[config.mk]
export PLATFORM = sky130hd
export DESIGN_NAME = ivpm_ctrl
export DESIGN_NICKNAME = d
export VERILOG_FILES = /design/src/hw/ivpm_pkg.sv /design/src/hw/ivpm_ctrl.sv
export SDC_FILE = /design/constraint.sdc
export NUM_CORES = 1
export LEC_CHECK = 0
export BUFFER_PORTS_ARGS = -buffer_cell sky130_fd_sc_hd__buf_4
export CORE_ASPECT_RATIO = 1.2
export CORE_MARGIN = 2
export CORE_UTILIZATION = 40
export CTS_BUF_LIST = sky130_fd_sc_hd__clkbuf_4 sky130_fd_sc_hd__clkbuf_8
export DETAILED_ROUTE_END_ITERATION = 8
export PLACE_DENSITY_LB_ADDON = 0.25
export SETUP_SLACK_MARGIN = 0.02
export SLEW_MARGIN = 20
export SYNTH_ARGS = -nofsm -noshare
export SYNTH_HDL_FRONTEND = slang
export SYNTH_SLANG_ARGS = --single-unit
[constraint.sdc]
create_clock -name clk_sys -period 4.1 [get_ports clk_sys]
set_input_delay 0.82 -clock clk_sys [delete_from_list [all_inputs] [get_ports clk_sys]]
set_output_delay 0.82 -clock clk_sys [all_outputs]
set_load 0.1 [all_outputs]
[src/hw/ivpm_pkg.sv]
package ivpm_pkg;
   localparam logic [15:0] VEC_BASE      = 16'hFFC0;
   localparam logic [15:0] VEC_RESET     = 16'hFFFE;
   localparam logic [15:0] VEC_NMI       = 16'hFFFC;
   localparam logic [15:0] VEC_T2_CH0    = 16'hFFFA;
   localparam logic [15:0] VEC_T2_SHARED = 16'hFFF8;
   localparam logic [15:0] VEC_WDT_IV    = 16'hFFF4;
   localparam logic [15:0] VEC_T1_CH0    = 16'hFFF2;
   localparam logic [15:0] VEC_T1_SHARED = 16'hFFF0;
   localparam logic [15:0] VEC_SER_RX    = 16'hFFEE;
   localparam logic [15:0] VEC_SER_TX    = 16'hFFEC;
   localparam logic [15:0] VEC_CONV      = 16'hFFEA;
   localparam logic [15:0] VEC_PORT2     = 16'hFFE6;
   localparam logic [15:0] VEC_PORT1     = 16'hFFE4;
   localparam logic [15:0] VEC_BLANK     = 16'hFFFF;
   // priorities, one bit per slot of the pending vector
   localparam int PRI_RESET = 31;
   localparam int PRI_NMI   = 30;
   localparam int PRI_T2C0  = 29;
   localparam int PRI_T2SH  = 28;
   localparam int PRI_WDT   = 26;
   localparam int PRI_T1C0  = 25;
   localparam int PRI_T1SH  = 24;
   localparam int PRI_SRX   = 23;
   localparam int PRI_STX   = 22;
   localparam int PRI_CONV  = 21;
   localparam int PRI_P2    = 19;
   localparam int PRI_P1    = 18;
   // mode encoding as written to the core's mode field
   localparam logic [2:0] MODE_RUN = 3'h0;
   localparam logic [2:0] MODE_S0  = 3'h1;
   localparam logic [2:0] MODE_S1  = 3'h2;
   localparam logic [2:0] MODE_S2  = 3'h3;
   localparam logic [2:0] MODE_S3  = 3'h4;
   localparam logic [2:0] MODE_S4  = 3'h5;
   typedef enum logic [2:0] {
      IVPM_IDLE  = 3'b001,
      IVPM_FETCH = 3'b010,
      IVPM_SERVE = 3'b100
   } ivpm_state_e;
endpackage

[src/hw/ivpm_ctrl.sv]
`timescale 1ns/1ps
module ivpm_ctrl
   import ivpm_pkg::*;
(
   input  wire logic        clk_sys,
   input  wire logic        sys_rst,
   // reset sources
   input  wire logic        powerup_reset_flag,
   input  wire logic        pin_reset_flag,
   input  wire logic        watchdog_event_flag,
   input  wire logic        flash_key_violation_flag,
   input  wire logic        fetch_out_of_range,
   // non-maskable sources and their individual enables
   input  wire logic        nonmask_pin_flag,
   input  wire logic        osc_fault_flag,
   input  wire logic        flash_access_violation_flag,
   input  wire logic [2:0]  nmi_enable,
   // maskable sources
   input  wire logic        gie,
   input  wire logic        second_timer_channel0,
   input  wire logic        second_timer_channel1,
   input  wire logic        second_timer_channel2,
   input  wire logic        second_timer_overflow_flag,
   input  wire logic        watchdog_interval_flag,
   input  wire logic        first_timer_channel0,
   input  wire logic        first_timer_shared_flags,
   input  wire logic        serial_a_rx_flag,
   input  wire logic        serial_b_rx_flag,
   input  wire logic        serial_a_tx_flag,
   input  wire logic        serial_b_tx_flag,
   input  wire logic        converter_done_flag,
   input  wire logic [7:0]  port2_change_flags,
   input  wire logic [7:0]  port1_change_flags,
   input  wire logic [15:0] maskable_enable,
   // core handshake
   input  wire logic [2:0]  mode_request,
   input  wire logic        mode_write,
   input  wire logic        irq_return,
   input  wire logic        irq_ack,
   input  wire logic        osc_used_in_run,
   // vector fetch port to memory
   output logic [15:0]      vec_addr,
   output logic             vec_read,
   input  wire logic [15:0] vec_data,
   // answers to the core
   output logic             irq_req,
   output logic [15:0]      handler_pc,
   output logic             handler_valid,
   output logic             sys_reset_req,
   output logic [2:0]       run_mode_state,
   output logic             core_halt,
   output logic             main_clk_en,
   output logic             subsystem_clock_en,
   output logic             aux_clk_en,
   output logic             osc_gen_en,
   output logic             crystal_en
);
   import ivpm_pkg::*;

   ////////////////////////////////////////////////////////////////////////////
   // pending vector: bit index equals priority
   logic [31:0] pend;
   logic [4:0]  win_pri;
   logic        win_any;
   logic [15:0] win_vec;

   // sources outside the clock domain are assumed synchronised by their owners
   always_comb begin
      pend = '0;
      pend[PRI_RESET] = powerup_reset_flag | pin_reset_flag | watchdog_event_flag
                      | flash_key_violation_flag | fetch_out_of_range;
      pend[PRI_NMI]   = |({nonmask_pin_flag, osc_fault_flag, flash_access_violation_flag}
                        & nmi_enable);
      pend[PRI_T2C0]  = gie & maskable_enable[0] & second_timer_channel0;
      pend[PRI_T2SH]  = gie & maskable_enable[1] & (second_timer_channel1 | second_timer_channel2
                        | second_timer_overflow_flag);
      pend[PRI_WDT]   = gie & maskable_enable[2] & watchdog_interval_flag;
      pend[PRI_T1C0]  = gie & maskable_enable[3] & first_timer_channel0;
      pend[PRI_T1SH]  = gie & maskable_enable[4] & first_timer_shared_flags;
      pend[PRI_SRX]   = gie & maskable_enable[5] & (serial_a_rx_flag | serial_b_rx_flag);
      pend[PRI_STX]   = gie & maskable_enable[6] & (serial_a_tx_flag | serial_b_tx_flag);
      pend[PRI_CONV]  = gie & maskable_enable[7] & converter_done_flag;
      pend[PRI_P2]    = gie & maskable_enable[8] & (|port2_change_flags);
      pend[PRI_P1]    = gie & maskable_enable[9] & (|port1_change_flags);
   end

   // highest set bit wins; ascending scan lets the later, higher one overwrite
   always_comb begin
      win_pri = 5'h0;
      win_any = 1'b0;
      for (int i = 0; i < 32; i++) begin
         if (pend[i]) begin
            win_pri = 5'(i);
            win_any = 1'b1;
         end
      end
      // vector word address grows two bytes per priority step from the base
      win_vec = VEC_BASE + {10'h000, win_pri, 1'b0};
   end

   ////////////////////////////////////////////////////////////////////////////
   // fetch sequencer
   ivpm_state_e state_r;
   ivpm_state_e state_nxt;
   logic        boot_check_r;

   always_comb begin
      state_nxt = state_r;
      case (state_r)
         IVPM_IDLE: begin
            if (win_any || boot_check_r) begin
               state_nxt = IVPM_FETCH;
            end
         end
         IVPM_FETCH: begin
            state_nxt = IVPM_SERVE;
         end
         IVPM_SERVE: begin
            if (irq_ack || sys_reset_req) begin
               state_nxt = IVPM_IDLE;
            end
         end
         default: begin
            state_nxt = IVPM_IDLE;
         end
      endcase
   end

   always_ff @(posedge clk_sys) begin
      if (sys_rst) begin
         state_r <= IVPM_IDLE;
      end else begin
         state_r <= state_nxt;
      end
   end

   // the reset vector is read once after reset to check for blank memory
   always_ff @(posedge clk_sys) begin
      if (sys_rst) begin
         boot_check_r <= 1'b1;
      end else if (state_r == IVPM_FETCH) begin
         boot_check_r <= 1'b0;
      end
   end

   // the fetch address is held in a flop; memory answers in the same cycle
   always_ff @(posedge clk_sys) begin
      if (sys_rst) begin
         vec_addr <= VEC_RESET;
         vec_read <= 1'b0;
      end else if (state_r == IVPM_IDLE && (win_any || boot_check_r)) begin
         vec_addr <= boot_check_r ? VEC_RESET : win_vec;
         vec_read <= 1'b1;
      end else begin
         vec_read <= 1'b0;
      end
   end

   logic blank_boot;
   assign blank_boot = boot_check_r && state_r == IVPM_FETCH && vec_data == VEC_BLANK;

   // the fetched word is the new program counter
   always_ff @(posedge clk_sys) begin
      if (sys_rst) begin
         handler_pc    <= 16'h0000;
         handler_valid <= 1'b0;
         sys_reset_req <= 1'b0;
      end else if (state_r == IVPM_FETCH) begin
         handler_pc    <= vec_data;
         handler_valid <= !blank_boot;
         sys_reset_req <= vec_addr == VEC_RESET && !boot_check_r;
      end else if (state_r == IVPM_SERVE && irq_ack) begin
         handler_valid <= 1'b0;
         sys_reset_req <= 1'b0;
      end else begin
         sys_reset_req <= 1'b0;
      end
   end

   assign irq_req = state_r == IVPM_SERVE && handler_valid;

   ////////////////////////////////////////////////////////////////////////////
   // operating mode; the mode left for a handler is saved for its return
   logic [2:0] saved_mode_r;
   logic       in_handler_r;

   always_ff @(posedge clk_sys) begin
      if (sys_rst) begin
         run_mode_state <= MODE_RUN;
         saved_mode_r   <= MODE_RUN;
         in_handler_r   <= 1'b0;
      end else if (blank_boot) begin
         run_mode_state <= MODE_S4;
      end else if (state_r == IVPM_SERVE && irq_ack) begin
         saved_mode_r   <= run_mode_state;
         run_mode_state <= MODE_RUN;
         in_handler_r   <= 1'b1;
      end else if (irq_return && in_handler_r) begin
         run_mode_state <= saved_mode_r;
         in_handler_r   <= 1'b0;
      end else if (mode_write && mode_request <= MODE_S4) begin
         run_mode_state <= mode_request;
      end
   end

   // clock gating per mode; registered so gates never glitch
   always_ff @(posedge clk_sys) begin
      if (sys_rst) begin
         core_halt          <= 1'b0;
         main_clk_en        <= 1'b1;
         subsystem_clock_en <= 1'b1;
         aux_clk_en         <= 1'b1;
         osc_gen_en         <= 1'b1;
         crystal_en         <= 1'b1;
      end else begin
         core_halt          <= run_mode_state != MODE_RUN;
         main_clk_en        <= run_mode_state == MODE_RUN;
         subsystem_clock_en <= run_mode_state <= MODE_S1;
         aux_clk_en         <= run_mode_state != MODE_S4;
         osc_gen_en         <= run_mode_state == MODE_RUN || run_mode_state == MODE_S0
                               || run_mode_state == MODE_S2
                               || (run_mode_state == MODE_S1 && osc_used_in_run);
         crystal_en         <= run_mode_state != MODE_S4;
      end
   end
endmodule

==> impl_metrics.env, run 1 <==
export IMPL_status="complete, no violations"
export IMPL_layout_drive_gt1_share_pct=38.1
export IMPL_clock_sinks=40
export IMPL_synthCells=233
export IMPL_synth_edf_count=0
export IMPL_tightest_slew_ns=0.657
export IMPL_seq_area_frac_synth_pct=42.6
export IMPL_gp_congestion=0.873
export IMPL_die_w_um=66.6
export IMPL_n_antenna_cell=0
export IMPL_hold_viol=0
export IMPL_worstHoldEndpoint="handler_pc[1]$_SDFFE_PP0P_"
export IMPL_cts_tree="built"
export IMPL_fin_crit_ns=2.48
export IMPL_ys_flop_type="dfxtp_1"
export IMPL_rr_worst_depth=5
export IMPL_clock_path_buffers=2
export IMPL_finalMaxSlewViolations=0
export IMPL_max_stage_delay_ns=0.61
export IMPL_drc_errors=0
export IMPL_netlist_area_sq_um=1880
export IMPL_post_cts_setup_buffers=0
export IMPL_p_leak_nw=1.23
export IMPL_path_delay_family="compound AO/OA/AOI/OAI gates"
export IMPL_antenna_found_initial=0
export IMPL_layout_area_seq_sq_um=801
export IMPL_multi_input_area_sq_um=966
export IMPL_numCtsBuffers=5
export IMPL_fp_row_count=27
export IMPL_rsz0062_at_grt="no"
export IMPL_ctsRootBufferMaster="clkbuf_8"
export IMPL_crit_chain="buf_4, a222oi_1, and2_0, nand4_1, o31a_1, or3_1"
export IMPL_fmax_mhz=404
export IMPL_io_buffers=108
export IMPL_worstHoldStart="handler_pc[1]$_SDFFE_PP0P_"
export IMPL_fin_util_pct=60.4
export IMPL_routed_wl_um=4520
export IMPL_endpoint_kind="flop"
export IMPL_max_slew_margin_pct=55.1
export IMPL_postSynthRegisterBits=40
export IMPL_ir_worst_vdd_uv=149
export IMPL_dp_hpwl_um=3600
export IMPL_r2r_slack_ns=2.20
export IMPL_worst_setup_path_start_kind="primary input"
export IMPL_wl_per_cell_um=11.5
export IMPL_rr_endpoint="vec_addr[1]$_SDFFE_PP1P_"
export IMPL_nNetsFinal=416
export IMPL_viasPerCell=5.02
export IMPL_pwr_density_cell_nw_per_um2=366
export IMPL_boundaryPins=126
export IMPL_grt_ovfl_total=0
export IMPL_cp_slowest_cell="a222oi_1"
export IMPL_coreArea_sq_um=4560
export IMPL_ctsResizeCount=0
export IMPL_grt_pass1_vias=1759
export IMPL_vias=1978
export IMPL_async_flop_share_pct=0
export IMPL_cap_violations=0
export IMPL_syn_avg_cell_area_sq_um=8.07
export IMPL_setup_viol=0
export IMPL_cp_data_required_time_ns=4.27
export IMPL_clk_pin_slew_ns=0.07
export IMPL_crit_type="primary input to flop"
export IMPL_fp_dieArea_sq_um=5260
export IMPL_crit_fanout=8
export IMPL_setup_tns_final_ns=0
export IMPL_die_y_um=79.1
export IMPL_ys_warn_count=0
export IMPL_grt_max_degree=40
export IMPL_ctsHoldBuffers=0
export IMPL_rr_startpoint="boot_check_r$_SDFFE_PP1P_"
export IMPL_grt_pass1_wl_um=7000
export IMPL_drt_initial_drc_count=88
export IMPL_initial_utilization_pct=41.2
export IMPL_clock_latency_ns=0.29
export IMPL_n_fill_cell=461
export IMPL_crit_buf_inv=1
export IMPL_cp_arrival_ns=2.64
export IMPL_finalPower_mw=1.01
export IMPL_grt_use_total_pct=16.9
export IMPL_dr_pass1_iters=4
export IMPL_htreeDepth=2
export IMPL_ant_nets=0
export IMPL_fin_skew_ns=0.00531
export IMPL_area_delta_synth_final_pct=46.5
export IMPL_hp_class="flop to flop"
export IMPL_fin_crit_sh_pct=60.4
export IMPL_ys_types=41
export IMPL_hold_path_depth=2
-- registers in the layout, summed over array words and instances, names as in the netlist --
| signal | count |
|---|---|
| crystal_en | 1 |
| core_halt | 1 |
| state_r | 3 |
| vec_addr | 5 |
| saved_mode_r | 3 |
| run_mode_state | 3 |
| handler_pc | 16 |
| vec_read | 1 |
| osc_gen_en | 1 |
| handler_valid | 1 |
| subsystem_clock_en | 1 |
| sys_reset_req | 1 |
| in_handler_r | 1 |
| boot_check_r | 1 |
| main_clk_en | 1 |
-- cell usage after synthesis, types with 2 or more instances --
cell      number  area, sq um
nand4_1        5         31.3
o21ai_0        6         30.0
a21boi_0       3         22.5
nor2b_1        4         25.0
nor2_1        14         52.6
buf_4         12         90.1
o221ai_1       2         17.5
nor4_1         5         31.3
inv_1          3         11.3
and3_1         3         18.8
mux2i_1        7         70.1
clkbuf_1       9         33.8
o21a_1         2         15.0
and2_0         2         12.5
dfxtp_1       40          801
a31oi_1        3         18.8
and2_1         2         12.5
nand3_1       11         55.1
nand2_1       43          161
or2_2          7         43.8
a21oi_1       22          110
conb_1         2         7.51
o211ai_1       4         30.0
nor3_1         5         25.0
-- how the worst max path moves through the flow --
stage / from / to / slack [ns] / cells past startpoint
after global placement: flash_access_violation_flag / vec_addr[5]$_SDFFE_PP1P_ / 1.34 / 6
after CTS: flash_access_violation_flag / vec_addr[5]$_SDFFE_PP1P_ / 1.60 / 6
after global routing: flash_access_violation_flag / vec_addr[5]$_SDFFE_PP1P_ / 1.47 / 6
after floorplan: handler_valid$_SDFFE_PP0P_ / irq_req / 1.42 / 1
after detailed placement: flash_access_violation_flag / vec_addr[5]$_SDFFE_PP1P_ / 1.32 / 6
final: flash_access_violation_flag / vec_addr[5]$_SDFFE_PP1P_ / 1.62 / 6
-- worst reg2reg max path, delay by kind of cell (launching register included) --
family | cells | cell delay, ns
AOI/OAI and AO/OA | 3 | 0.86
DFF | 1 | 0.33
muxes | 1 | 0.28
and+or+nand+nor | 1 | 0.33
-- logic make-up after synthesis --
kind of cell,count (synthesis),synth area share (%)
DFF,40,42.6
muxes,8,4.53
other,2,0.400
AOI/OAI and AO/OA,50,16.7
buffers and inverters,25,7.79
and+or+nand+nor,108,28.0
-- layout make-up --
class	count	area share (%)
multi-input combinational	177	35.1
timing repair buffer	108	29.4
sequential	40	29.1
clock buffer	6	3.00
tap	58	2.64
inverter	3	0.409
clock inverter	2	0.363
-- metal layers --
| layer | vias to the layer above | part of all wire [%] | track usage, % |
|---|---|---|---|
| met2 | 92 | 52 | 31.2 |
| met5 | - | 0 | 0 |
| met4 | 0 | 1.9 | 7.35 |
| li1 | 1001 | - | - |
| met3 | 7 | 8.8 | 3.97 |
| met1 | 878 | 38 | 17.7 |
-- cell usage in the layout (no fill, tap or decap), drive strengths merged, types with 2 or more instances in the layout --
master and n:
a21boi 3, a21oi 22, a31oi 3, and2 5, and3 3, buf 108, clkbuf 6, clkinv 2
conb 11, dfxtp 40, inv 3, mux2i 7, nand2 43, nand3 11, nand4 5, nor2 15
nor2b 4, nor3 5, nor4 5, o211ai 4, o21a 2, o21ai 6, o221ai 2, or2 7
-- report_power, final --
part | total [mW] | switching (mW) | internal [mW]
sequential | 0.424 | 0.0149 | 0.409
combinational | 0.325 | 0.227 | 0.0978
clock | 0.260 | 0.126 | 0.134
-- metrics by stage --
step / instances / setup slack, ns / hold WS [ns] / cell area, sq um
global placement: 386 / 1.34 / 0.443 / 2660
CTS: 394 / 1.60 / 0.458 / 2750
detailed placement: 386 / 1.32 / 0.447 / 2660
global route: 394 / 1.47 / 0.484 / 2750
floorplan: 242 / 1.42 / 0.455 / 1910
finish: 394 / 1.62 / 0.456 / 2750
(Power assumes the default switching activity.)
==> inputs of run 2 (changes only) <==
CORE_UTILIZATION = 39   (was 40)
clock period = 2 ns   (was 4.1 ns; I/O delays follow)
==> impl_metrics.env, run 2 (synthesis gave the netlist of run 1 again) <==
export IMPL_status="complete, no violations"
export IMPL_boundaryPins=126
export IMPL_fin_crit_ns=1.81
export IMPL_fp_row_count=27
export IMPL_endpoint_kind="flop"
export IMPL_hold_viol=0
export IMPL_area_delta_synth_final_pct=50.6
export IMPL_hp_class="primary input to flop"
export IMPL_power_internal_mw=1.37
export IMPL_grt_pass1_wl_um=7270
export IMPL_fin_crit_sh_pct=90.3
export IMPL_worst_setup_path_start_kind="primary input"
export IMPL_crit_fanout=4
export IMPL_p_clk_share_pct=26.0
export IMPL_final_cell_mix="buf_4 (117), nand2_1 (43), dfxtp_1 (39), a21oi_1 (22), nor2_1 (14)"
export IMPL_io_buffers=108
export IMPL_ir_worst_vdd_uv=359
export IMPL_setup_tns_final_ns=0
export IMPL_vias=1974
export IMPL_htreeDepth=2
export IMPL_fin_skew_ns=0.00598
export IMPL_max_slew_margin_pct=61.2
export IMPL_rsz0062_at_grt="no"
export IMPL_nNetsFinal=425
export IMPL_grt_ovfl_total=0
export IMPL_initial_utilization_pct=40.6
export IMPL_crit_type="primary input to flop"
export IMPL_antenna_found_initial=0
export IMPL_p_leak_nw=1.27
export IMPL_clock_latency_ns=0.28
export IMPL_top_register="handler_pc"
export IMPL_switchingPower_mw=0.743
export IMPL_stdcell_area_sq_um=2830
export IMPL_fp_dieArea_sq_um=5390
export IMPL_tightest_slew_ns=0.580
export IMPL_ctsRootBufferMaster="clkbuf_8"
export IMPL_cp_arrival_ns=1.97
export IMPL_power_combinational_fraction_pct=32.7
export IMPL_seq_power_share_pct=41.2
export IMPL_pwr_density_cell_nw_per_um2=746
export IMPL_grt_use_total_pct=17.8
export IMPL_n_antenna_cell=0
export IMPL_wl_per_cell_um=11.4
export IMPL_cts_tree="built"
export IMPL_drt_initial_drc_count=86
export IMPL_switching_share_pct=35.2
export IMPL_gp_congestion=0.862
export IMPL_ctsHoldBuffers=0
export IMPL_finalMaxSlewViolations=0
export IMPL_coreArea_sq_um=4630
export IMPL_clock_path_buffers=2
export IMPL_clock_sinks=40
export IMPL_fmax_mhz=554
export IMPL_dr_pass1_iters=4
export IMPL_grt_max_degree=39
export IMPL_dp_hpwl_um=3700
export IMPL_drc_errors=0
export IMPL_cp_data_required_time_ns=2.16
export IMPL_largest_register_ffs=16
export IMPL_setup_viol=0
export IMPL_place_area_sq_um=2730
export IMPL_routed_wl_um=4610
export IMPL_cap_violations=0
export IMPL_die_w_um=67.4
export IMPL_numCtsBuffers=5
export IMPL_n_fill_cell=430
export IMPL_layout_commonest_cell="buf_4"
export IMPL_ant_nets=0
export IMPL_clk_pin_slew_ns=0.07
export IMPL_grt_pass1_vias=1815
export IMPL_die_y_um=80.0
export IMPL_viasPerCell=4.90
export IMPL_reg_top3="handler_pc (16), vec_addr (5)"
export IMPL_layout_drive_gt1_share_pct=40.3
run 2: metrics by stage:
step	hold slack (ns)	utilization, %	worst slack, ns	std cells	power [mW]
detailed placement	0.447	59.0	-0.164	395	1.58
global route	0.361	61.2	0.0953	403	2.22
CTS	0.360	61.1	0.140	403	2.14
finish	0.366	61.2	0.194	403	2.11
global placement	0.444	59.0	-0.135	395	1.58
floorplan	0.455	-	0.0527	242	1.38
run 2: layout make-up:
class / count / area, sq um / share of cell area (%)
clock buffer: 8 / 97.6 / 3.45
inverter: 3 / 11.3 / 0.398
multi-input combinational: 177 / 968 / 34.2
sequential: 40 / 802 / 28.3
tap: 58 / 72.6 / 2.56
timing repair buffer: 117 / 878 / 31.0
run 2: layer usage:
metal,routed length (um),global-route usage [%],up-vias
li1,-,-,1020
met1,1700,16.8,870
met2,2510,34.6,80
met3,333,4.94,4
met4,76,7.35,0
met5,0,0,-
run 2: what timing repair did:
| action | CTS | global route |
|---|---|---|
| endpoints found under the setup margin | 0 | 1 |
| gates resized for setup | 0 | 1 |
| setup buffers | 0 | 0 |
run 2: worst paths after layout:
| path | startpoint | to | slack [ns] | cells after the start |
|---|---|---|---|---|
| worst max-delay path | port2_change_flags[5] | vec_addr[5]$_SDFFE_PP1P_ | 0.19 | 6 |
| worst min-delay path | vec_data[3] | handler_pc[3]$_SDFFE_PP0P_ | 0.37 | 3 |
| worst max register to register | boot_check_r$_SDFFE_PP1P_ | vec_addr[1]$_SDFFE_PP1P_ | 0.27 | 5 |
| worst min register to register | handler_pc[13]$_SDFFE_PP0P_ | handler_pc[13]$_SDFFE_PP0P_ | 0.45 | 2 |
run 2: power by group through the flow:
stage,clock [mW],combinational [mW],sequential (mW)
2_1_floorplan,0,0.264,1.12
3_3_place_gp,0,0.690,0.888
3_5_place_dp,0,0.694,0.890
4_1_cts,0.571,0.695,0.872
5_1_grt,0.612,0.734,0.877
6_report,0.550,0.691,0.871
run 2: worst max-delay path, cell delays in order:
cell     delay (ns)
buf_4          0.11
nor4_1         0.36
a21oi_1        0.13
or2_2          0.31
o31a_1         0.35
or3_1          0.31
